===== src/rtl/cpm_defs.svh =====
// timing, reset and field constants of the memory-bus interface
`ifndef CPM_DEFS_SVH
`define CPM_DEFS_SVH
`define CPM_CLK_PS 8000
`define CPM_HALF_T_NS 8
`define CPM_HALF_T_CYC (((`CPM_HALF_T_NS * 1000) + `CPM_CLK_PS - 1) / `CPM_CLK_PS)
`define CPM_RD3_STB_CYC (3 * `CPM_HALF_T_CYC)
`define CPM_RD4_STB_CYC (4 * `CPM_HALF_T_CYC)
`define CPM_WR_STB_CYC (3 * `CPM_HALF_T_CYC)
`define CPM_IWR_CYC (2 * `CPM_HALF_T_CYC)
`define CPM_RIC_RST 8'h01
`define CPM_MS_LSB 0
`define CPM_MS_IMEM 2'h1
`define CPM_MS_PC_LO 2'h2
`define CPM_MS_PC_HI 2'h3
`define CPM_RPIN_IDLE 12'hC00
`endif


===== src/rtl/cpm_pkg.sv =====
// types of the memory-bus interface
package cpm_pkg;
  typedef enum logic [2:0] {
    ST_IDLE = 3'h0, ST_ALE = 3'h1, ST_AHOLD = 3'h2, ST_EXTRA = 3'h3,
    ST_STROBE = 3'h4, ST_RECOV = 3'h5, ST_TURN = 3'h6, ST_REMOTE = 3'h7
  } cpm_state_t;
  typedef struct packed {
    logic [15:0] a;
    logic a_oe;
    logic [7:0] ad;
    logic ad_oe;
    logic ale;
    logic rd_n;
    logic wr_n;
  } cpm_dbus_t;
  typedef struct packed {
    logic rd_n;
    logic wr_n;
    logic sel;
    logic dm_req;
    logic [7:0] data;
  } cpm_rpin_t;
endpackage


===== src/rtl/cpm_mem_bus_if.sv =====
// memory-bus interface: data-memory cycles, bus handover, remote program access
// Behaviour
// - four-state select gives 4 T-state reads
// - reset or zero gives 3 T-state reads
// - half T-state after read before driving AD
// - half T-state high-impedance on bus handover
// - soft-load address increments after write, in phase
// - local indication released on remote read rise
// - reset clears index, zeroes A and AD
// - selecting instruction memory restarts at low byte
// - simultaneous data-memory requests: local wins first
// - then alternate owners unless locked
// - reset selects instruction memory
`timescale 1ns/1ps
`include "cpm_defs.svh"
module cpm_mem_bus_if (
  input wire logic ref_clk_in,
  input wire logic rst_in,
  input wire logic core_req_in,
  input wire logic core_wr_in,
  input wire logic [15:0] core_addr_in,
  input wire logic [7:0] core_wdata_in,
  input wire logic core_lock_in,
  input wire logic core_idle_in,
  input wire logic acr_wr_in,
  input wire logic acr_4tr_in,
  output logic core_ready_out,
  output logic core_done_out,
  output logic [7:0] core_rdata_out,
  output logic index_clear_out,
  output cpm_pkg::cpm_dbus_t dbus_out,
  input wire logic [7:0] ad_in,
  input wire cpm_pkg::cpm_rpin_t rpin_in,
  output logic rem_grant_out,
  output logic [7:0] rem_data_out,
  output logic rem_data_oe_out,
  output logic local_access_indication_n_out,
  output logic [15:0] instruction_address_bus_out,
  input wire logic [15:0] imem_d_in,
  output logic [15:0] imem_d_out,
  output logic instruction_write_strobe_n_out
);
  import cpm_pkg::*;

  function automatic logic [7:0] sel_byte(input logic [15:0] w, input logic hi);
    sel_byte = hi ? w[15:8] : w[7:0];
  endfunction

  // ==========================================================
  // remote pin synchroniser
  cpm_rpin_t rp1_q, rp_s_q;
  logic prev_rd_q, prev_wr_q;
  always_ff @(posedge ref_clk_in or posedge rst_in) begin
    if (rst_in) begin
      rp1_q <= `CPM_RPIN_IDLE;
      rp_s_q <= `CPM_RPIN_IDLE;
      prev_rd_q <= 1'b1;
      prev_wr_q <= 1'b1;
    end else begin
      rp1_q <= rpin_in;
      rp_s_q <= rp1_q;
      prev_rd_q <= rp_s_q.rd_n;
      prev_wr_q <= rp_s_q.wr_n;
    end
  end
  logic rd_fall, rd_rise, wr_fall, wr_rise, rem_req;
  assign rd_fall = prev_rd_q & ~rp_s_q.rd_n;
  assign rd_rise = ~prev_rd_q & rp_s_q.rd_n;
  assign wr_fall = prev_wr_q & ~rp_s_q.wr_n;
  assign wr_rise = ~prev_wr_q & rp_s_q.wr_n;
  assign rem_req = rp_s_q.dm_req;

  // ==========================================================
  // data-memory cycle and bus ownership
  cpm_state_t st_q, st_d;
  logic [2:0] cnt_q, cnt_d;
  logic wr_cyc_q, wr_cyc_d, cyc4_q, cyc4_d, owner_q, owner_d;
  logic last_rem_q, last_rem_d, first_q, first_d, fts_q, fts_d;
  logic done_q, done_d, idx_clr_q;
  logic [15:0] addr_q, addr_d;
  logic [7:0] wdata_q, wdata_d, rdata_q, rdata_d;
  cpm_dbus_t dbus_q, dbus_d;
  logic go_local;

  always_comb begin
    st_d = st_q;
    cnt_d = cnt_q;
    wr_cyc_d = wr_cyc_q;
    cyc4_d = cyc4_q;
    owner_d = owner_q;
    last_rem_d = last_rem_q;
    first_d = first_q;
    addr_d = addr_q;
    wdata_d = wdata_q;
    rdata_d = rdata_q;
    done_d = 1'b0;
    fts_d = acr_wr_in ? acr_4tr_in : fts_q;
    go_local = core_req_in & (~rem_req | ~first_q | last_rem_q | core_lock_in);
    unique case (st_q)
      ST_IDLE: begin
        if (go_local) begin
          st_d = ST_ALE;
          addr_d = core_addr_in;
          wdata_d = core_wdata_in;
          wr_cyc_d = core_wr_in;
          cyc4_d = fts_q & ~core_wr_in;
          last_rem_d = 1'b0;
          first_d = 1'b1;
        end else if (rem_req & ~core_lock_in) begin
          st_d = ST_TURN;
          owner_d = 1'b1;
          last_rem_d = 1'b1;
          first_d = 1'b1;
        end
      end
      ST_ALE: st_d = ST_AHOLD;
      ST_AHOLD: begin
        st_d = cyc4_q ? ST_EXTRA : ST_STROBE;
        cnt_d = wr_cyc_q ? 3'(`CPM_WR_STB_CYC) :
                cyc4_q ? 3'(`CPM_RD4_STB_CYC) : 3'(`CPM_RD3_STB_CYC);
      end
      ST_EXTRA: st_d = ST_STROBE;
      ST_STROBE: begin
        cnt_d = cnt_q - 3'h1;
        if (cnt_q == 3'h1) begin
          st_d = ST_RECOV;
          if (!wr_cyc_q) begin
            rdata_d = ad_in;
          end
        end
      end
      ST_RECOV: begin
        st_d = ST_IDLE;
        done_d = 1'b1;
      end
      ST_TURN: st_d = owner_q ? ST_REMOTE : ST_IDLE;
      ST_REMOTE: begin
        if (!rem_req) begin
          st_d = ST_TURN;
          owner_d = 1'b0;
        end
      end
    endcase
    dbus_d.a = addr_d;
    dbus_d.a_oe = (st_d != ST_TURN) && (st_d != ST_REMOTE);
    dbus_d.ad = (st_d == ST_ALE || st_d == ST_AHOLD) ? addr_d[7:0] :
                (st_d == ST_IDLE) ? 8'h00 : wdata_d;
    dbus_d.ad_oe = (st_d == ST_IDLE) || (st_d == ST_ALE) || (st_d == ST_AHOLD) ||
                   (wr_cyc_d && (st_d == ST_STROBE || st_d == ST_RECOV));
    dbus_d.ale = (st_d == ST_ALE);
    dbus_d.rd_n = ~((st_d == ST_STROBE) & ~wr_cyc_d);
    dbus_d.wr_n = ~((st_d == ST_STROBE) & wr_cyc_d);
  end

  always_ff @(posedge ref_clk_in or posedge rst_in) begin
    if (rst_in) begin
      st_q <= ST_IDLE;
      cnt_q <= 3'h0;
      wr_cyc_q <= 1'b0;
      cyc4_q <= 1'b0;
      owner_q <= 1'b0;
      last_rem_q <= 1'b0;
      first_q <= 1'b0;
      fts_q <= 1'b0;
      done_q <= 1'b0;
      addr_q <= 16'h0000;
      wdata_q <= 8'h00;
      rdata_q <= 8'h00;
      dbus_q <= '{a: 16'h0000, a_oe: 1'b1, ad: 8'h00, ad_oe: 1'b1,
                  ale: 1'b0, rd_n: 1'b1, wr_n: 1'b1};
      idx_clr_q <= 1'b1;
    end else begin
      st_q <= st_d;
      cnt_q <= cnt_d;
      wr_cyc_q <= wr_cyc_d;
      cyc4_q <= cyc4_d;
      owner_q <= owner_d;
      last_rem_q <= last_rem_d;
      first_q <= first_d;
      fts_q <= fts_d;
      done_q <= done_d;
      addr_q <= addr_d;
      wdata_q <= wdata_d;
      rdata_q <= rdata_d;
      dbus_q <= dbus_d;
      idx_clr_q <= 1'b0;
    end
  end

  // ==========================================================
  // remote configuration, program counter and instruction memory
  logic [7:0] ric_q, ric_d, lo_q, lo_d, rrd_q, rrd_d;
  logic [15:0] ia_q, ia_d, iwd_q, iwd_d;
  logic hi_q, hi_d, roe_q, roe_d, lcl_n_q, lcl_n_d, act_q, act_d, iwr_n_q, iwr_n_d;
  logic [1:0] icnt_q, icnt_d, ms;
  logic acc_ok;
  assign ms = ric_q[`CPM_MS_LSB +: 2];
  assign acc_ok = rp_s_q.sel | core_idle_in;

  always_comb begin
    ric_d = ric_q;
    lo_d = lo_q;
    rrd_d = rrd_q;
    ia_d = ia_q;
    iwd_d = iwd_q;
    hi_d = hi_q;
    roe_d = roe_q;
    lcl_n_d = lcl_n_q;
    act_d = act_q;
    iwr_n_d = iwr_n_q;
    icnt_d = icnt_q;
    if (icnt_q != 2'h0) begin
      icnt_d = icnt_q - 2'h1;
      if (icnt_q == 2'h1) begin
        iwr_n_d = 1'b1;
        ia_d = ia_q + 16'h0001;
      end
    end
    if (rd_fall | wr_fall) begin
      act_d = acc_ok;
      lcl_n_d = ~acc_ok;
    end
    if (rd_fall & acc_ok) begin
      roe_d = 1'b1;
      unique case (ms)
        2'h0: rrd_d = 8'h00;
        `CPM_MS_IMEM: rrd_d = sel_byte(imem_d_in, hi_q);
        `CPM_MS_PC_LO: rrd_d = sel_byte(ia_q, 1'b0);
        `CPM_MS_PC_HI: rrd_d = sel_byte(ia_q, 1'b1);
      endcase
      if (rp_s_q.sel) begin
        rrd_d = ric_q;
      end
    end
    if (rd_rise & act_q) begin
      lcl_n_d = 1'b1;
      roe_d = 1'b0;
      act_d = 1'b0;
      if (!rp_s_q.sel && ms == `CPM_MS_IMEM) begin
        hi_d = ~hi_q;
        if (hi_q) begin
          ia_d = ia_q + 16'h0001;
        end
      end
    end
    if (wr_rise & act_q) begin
      lcl_n_d = 1'b1;
      act_d = 1'b0;
      if (rp_s_q.sel) begin
        ric_d = rp_s_q.data;
        if (rp_s_q.data[`CPM_MS_LSB +: 2] == `CPM_MS_IMEM) begin
          hi_d = 1'b0;
        end
      end else begin
        unique case (ms)
          2'h0: ;
          `CPM_MS_IMEM: begin
            if (!hi_q) begin
              lo_d = rp_s_q.data;
              hi_d = 1'b1;
            end else begin
              iwd_d = {rp_s_q.data, lo_q};
              icnt_d = 2'(`CPM_IWR_CYC);
              iwr_n_d = 1'b0;
              hi_d = 1'b0;
            end
          end
          `CPM_MS_PC_LO: ia_d[7:0] = rp_s_q.data;
          `CPM_MS_PC_HI: ia_d[15:8] = rp_s_q.data;
        endcase
      end
    end
  end

  always_ff @(posedge ref_clk_in or posedge rst_in) begin
    if (rst_in) begin
      ric_q <= `CPM_RIC_RST;
      lo_q <= 8'h00;
      rrd_q <= 8'h00;
      ia_q <= 16'h0000;
      iwd_q <= 16'h0000;
      hi_q <= 1'b0;
      roe_q <= 1'b0;
      lcl_n_q <= 1'b1;
      act_q <= 1'b0;
      iwr_n_q <= 1'b1;
      icnt_q <= 2'h0;
    end else begin
      ric_q <= ric_d;
      lo_q <= lo_d;
      rrd_q <= rrd_d;
      ia_q <= ia_d;
      iwd_q <= iwd_d;
      hi_q <= hi_d;
      roe_q <= roe_d;
      lcl_n_q <= lcl_n_d;
      act_q <= act_d;
      iwr_n_q <= iwr_n_d;
      icnt_q <= icnt_d;
    end
  end

  // ==========================================================
  // outputs
  assign core_ready_out = (st_q == ST_IDLE);
  assign core_done_out = done_q;
  assign core_rdata_out = rdata_q;
  assign index_clear_out = idx_clr_q;
  assign dbus_out = dbus_q;
  assign rem_grant_out = (st_q == ST_REMOTE);
  assign rem_data_out = rrd_q;
  assign rem_data_oe_out = roe_q;
  assign local_access_indication_n_out = lcl_n_q;
  assign instruction_address_bus_out = ia_q;
  assign imem_d_out = iwd_q;
  assign instruction_write_strobe_n_out = iwr_n_q;
endmodule


===== config.mk =====
export PLATFORM = sky130hd
export DESIGN_NAME = cpm_mem_bus_if
export DESIGN_NICKNAME = d
export VERILOG_FILES = /design/src/rtl/cpm_pkg.sv /design/src/rtl/cpm_mem_bus_if.sv
export VERILOG_INCLUDE_DIRS = /design/src /design/src/rtl
export SDC_FILE = /design/constraint.sdc
export NUM_CORES = 1
export LEC_CHECK = 0
export ABC_AREA = 1
export BUFFER_PORTS_ARGS = -buffer_cell sky130_fd_sc_hd__buf_2
export CAP_MARGIN = 10
export CORE_MARGIN = 2
export CORE_UTILIZATION = 55
export CTS_CLUSTER_SIZE = 10
export DETAILED_ROUTE_END_ITERATION = 8
export PLACE_DENSITY = 0.82
export SLEW_MARGIN = 25
export SYNTH_ARGS = -nofsm -noshare
export SYNTH_HDL_FRONTEND = slang
export SYNTH_SLANG_ARGS = --single-unit

===== constraint.sdc =====
create_clock -name ref_clk_in -period 9.2 [get_ports ref_clk_in]
set_input_delay 1.38 -clock ref_clk_in [delete_from_list [all_inputs] [get_ports ref_clk_in]]
set_output_delay 1.38 -clock ref_clk_in [all_outputs]
set_load 0.05 [all_outputs]

## After elaboration in Yosys (flattened, before gate mapping)

Cells that the tools add are included.

- Equality and inequality tests: 22
- Muxes and demuxes: 63
- $add $sub $neg: 3
- Reductions and logical operators: 25
- Bitwise logic cells: 32

Operator list:

| kind | number |
|---|---|
| 2-to-1 mux 16 bit | 7 |
| 2-to-1 mux 8 bit | 10 |
| one-hot mux 8 bit (4 select lines) | 1 |
| 2-to-1 mux 1 bit | 29 |
| 2-to-1 mux 3 bit | 8 |
| one-hot mux 3 bit (8 select lines) | 1 |
| equality test 3 bit (second input constant) | 6 |
| adder 16 x 1 -> 16 bit (second input constant) | 1 |
| inverter 1 bit | 15 |
| AND 1 bit | 12 |
| AND reduction 4 bit | 3 |
| 2-to-1 mux 2 bit | 5 |
| nonzero test 2 bit | 5 |
| equality test 3 x 1 -> 1 bit (second input constant) | 3 |
| equality test 3 x 2 -> 1 bit (second input constant) | 3 |
| equality test 2 x 1 -> 1 bit (second input constant) | 3 |
| logical NOT 3 bit | 2 |
| inequality test 3 bit (second input constant) | 2 |
| one-hot mux 3 bit (2 select lines) | 1 |
| AND reduction 2 bit | 3 |
| logical OR 1 bit | 5 |
| bitwise OR 1 bit | 5 |
| equality test 2 bit (second input constant) | 2 |
| inequality test 2 bit (second input constant) | 2 |
| 9 further kinds | 11 |

- Bits of input ports: 68
- Output and inout bits: 84
- Register bits: 148

## Longest topological paths before layout

- Depth in word-level cells: 11
- Depth in mapped cells: 10
- Mapped depth without buffers: 10

## Worst setup path after synthesis

No wires, ideal clock.

- Path type: input -> register
- From: input port core_lock_in
- To: register dbus_q, in the netlist dbus_out[10]
- Required time: 9.083 ns
- Slack: 6.854 ns
- Library setup time: 0.117 ns
- Buffers on the path: 1
- Stages on the path: 9
- Data arrival time: 2.229 ns
- Cell sequence: nor2_1 nand3_1 nand3_2 buf_6 nand4_2 nand2_1 nand2_2 nand2_1 nand2_1

RTL lines:

| what | line | text |
|---|---|---|
| start: declaration | cpm_mem_bus_if.sv:23 | `input wire logic core_lock_in,` |
| end signal: assignment | cpm_mem_bus_if.sv:169 | `dbus_q <= '{a: 16'h0000, a_oe: 1'b1, ad: 8'h00, ad_oe: 1'b1,` |
| end signal: assignment | cpm_mem_bus_if.sv:185 | `dbus_q <= dbus_d;` |
| end: declaration | cpm_mem_bus_if.sv:82 | `cpm_dbus_t dbus_q, dbus_d;` |

## Worst setup path after layout

- From: register st_q[1]
- To: output port core_ready_out

- Cells in the longest elaborated chain, start to end: 1

RTL lines:

| what | line | text |
|---|---|---|
| start: declaration | cpm_mem_bus_if.sv:75 | `cpm_state_t st_q, st_d;` |
| start signal: assignment | cpm_mem_bus_if.sv:173 | `st_q <= st_d;` |
| logical NOT 3 bit | cpm_mem_bus_if.sv:305 | `assign core_ready_out = (st_q == ST_IDLE);` |
| end: declaration | cpm_mem_bus_if.sv:27 | `output logic core_ready_out,` |

Every way passes these cells.

==> results.cfg <==
[status]
status = completed

[finish]
drive_gt1_share_pct = 28.2
stdcell_count = 980
diodes = 0
area_growth_pct = 24.2
nNetsFinal = 898

[power_and_ir_drop]
power_frac_comb_pct = 39.5
p_leak_uw = 0.00402
seqPwrFrac_pct = 34.0
switching_share_pct = 44.8
peakVddDrop_uv = 333
clockPowerShare_pct = 26.5
powerDensity_nw_per_um2 = 389
switchingPower_uw = 1340
cell_internal_pwr_uw = 1660

[synth]
synthFlopType = dfrtp_1
synth_area_sq_um = 6210
synth_edf_count = 0
async_reset_ff_share_pct = 100
synth_top_area_share_pct = 54.0
synth_cell_types = 40
yosysSeqAreaShare_pct = 59.9
netlist_instances = 675
synth_top_cell_by_area = dfrtp_1
yosys-top-cells-area = dfrtp_1, nand2_1, dfstp_2
syn_nets = 746
synth_warnings = 0
avgSynthCellArea_sq_um = 9.20
yosys-top-cells-count = nand2_1, dfrtp_1, nor2_1
synth.most_common_cell = nand2_1
ys_ff_latch = 148

[floorplanning]
rows = 38
initial_utilization_pct = 56.8
floorplan.die_area_sq_um = 12200
die_x_um = 110
die_h_um = 110
io_pins = 152
core_area_sq_um = 10900

[placed_design]
dp_cells = 948
hpwlAfterDp_um = 11400
port-buffer-count = 151
place_congestion = 0.960

[clocking]
cts_sinks = 148
clk_latency_ps = 430
cts_hold_buf = 0
cts_buffers = 17
htreeDepth = 4
tritoncts = yes
cts_buffer_depth = 2
cts-resized-gates = 0
cts_setup_buffers = 0
cts.clk_slew.worst_paths_ps = 60
cts_root_buf = clkbuf_16

[timing]
hold_viol = 0
finalMaxSlewViolations = 0
worstMarginPinSlew_ps = 904
rsz0062_at_grt = false
fmax_mhz = 353
min_period_ps = 2840
skew_ps = 8.41
tns_ps = 0
slew_headroom_pct = 39.7
setup_viol = 0
fin_crit_sh_pct = 30.8

[global_route]
globalRouteOverflowTotal = 0
first_global_vias = 5315
grt_pass1_wl_um = 25600
grt_usage_pct = 28.4
antenna_found_initial = 1
grt_max_degree = 76

[critical_path]
critPathCaptureType = primary output
arrival_ps = 1460
crit_path_start_kind = register
crit_type = register to primary output
crit_fanout = 5
critical_path_required_ps = 7820

[detailed_routing]
routed_wl_um = 16500
ant_nets = 0
drt-vias-per-instance = 5.49
wl_per_cell_um = 16.9
route.vias.total = 5385
drt_pass1_iterations = 5
drcViolationCount = 0
drtIter0Drc = 408

[min_path]
hold_class = register to register

[flow_run]
maxCapViolations = 0
==> routing by layer <==
layer	routed length, um	share of wire [%]	track usage [%]	vias up
met4	417	2.5	9.55	2
met1	6630	40	34.0	2597
met5	17	0.10	0	-
met2	8230	50	48.7	263
met3	1230	7.5	8.99	36
li1	-	-	-	2487
==> cell usage in the layout (no fill, tap or decap), types with 6 or more instances in the layout <==
master     count
o221ai_1       6
buf_2        151
a21oi_1       13
mux2_2         9
nand2_1      220
bufinv_16      6
dfstp_2       14
nand4_1        9
o21ai_0       50
clkbuf_16     17
nor2_1        57
nand3_1       26
a31oi_1        9
inv_1         52
dfrtp_1      134
==> power groups by stage <==
stage / Clock, uW / Sequential [uW] / Combinational, uW
floorplan: 0 / 1440 / 453
global placement: 0 / 1010 / 1120
detailed placement: 0 / 1020 / 1170
CTS: 799 / 1020 / 1180
global route: 829 / 1040 / 1270
finish: 795 / 1020 / 1180
==> cell families (layout without fill, tap and decap cells) <==
| kind of cell | Yosys count | count (layout) | synth area share [%] |
|---|---|---|---|
| multiplexers | 9 | 9 | 1.63 |
| XOR/XNOR | 3 | 3 | 0.423 |
| other | 1 | 1 | 0.0604 |
| flip-flops | 148 | 148 | 59.9 |
| AO/OA/AOI/OAI | 91 | 91 | 8.18 |
| buffers and inverters | 80 | 245 | 5.58 |
| adder cells (fa/ha/maj) | 3 | 3 | 0.604 |
| AND/OR/NAND/NOR | 340 | 340 | 23.6 |
==> metrics by stage <==
step / instance area (sq um) / hold slack (ps) / util (%) / power, uW / setup WS [ps]
after floorplan: 6210 / 331 / - / 1890 / 3860
after global placement: 7040 / 333 / 64.4 / 2140 / 6190
after detailed placement: 7040 / 335 / 64.4 / 2190 / 6090
after CTS: 7720 / 349 / 70.6 / 3000 / 6360
after global routing: 7720 / 352 / 70.6 / 3140 / 6290
final: 7720 / 345 / 70.6 / 3000 / 6360
==> final cells by class <==
type                       instances  area [sq um]
sequential                       148          3720
clock buffer                      17           425
tap                              140           175
timing repair buffer             152           763
multi-input combinational        447          2140
fill                             823          3220
inverter                          61           235
clock inverter                    15           253
==> flip-flops by register name, summed over array words and instances (netlist names), 8 cells and up <==
signal	flops
ric_q	8
rp1_q	12
instruction_address_bus_out	16
lo_q	8
rp_s_q	11
dbus_out	29
imem_d_out	16
rem_data_out	8
core_rdata_out	8
wdata_q	8
==> critical path, stage by stage (launching register included) <==
cell and delay (ps):
dfrtp_1 440, nor2_2 170, nand2_2 100, clkinv_2 70, buf_2 250
==> path summary, 6_finish.rpt <==
| check | startpoint | endpoint | slack, ps | cells after the start |
|---|---|---|---|---|
| worst max-delay path | st_q[1] | core_ready_out | 6360 | 4 |
| worst min-delay path | rp1_q[2] | rp_s_q[2] | 350 | 0 |
| worst max register to register | ric_q[1] | imem_d_out[6] | 6660 | 7 |
| worst min register to register | rp1_q[2] | rp_s_q[2] | 350 | 0 |
| max in group asynchronous | rst_in | instruction_address_bus_out[8] | 6800 | 3 |
| min in group asynchronous | rst_in | dbus_out[11] | 1050 | 2 |
(Power assumes the default switching activity.)
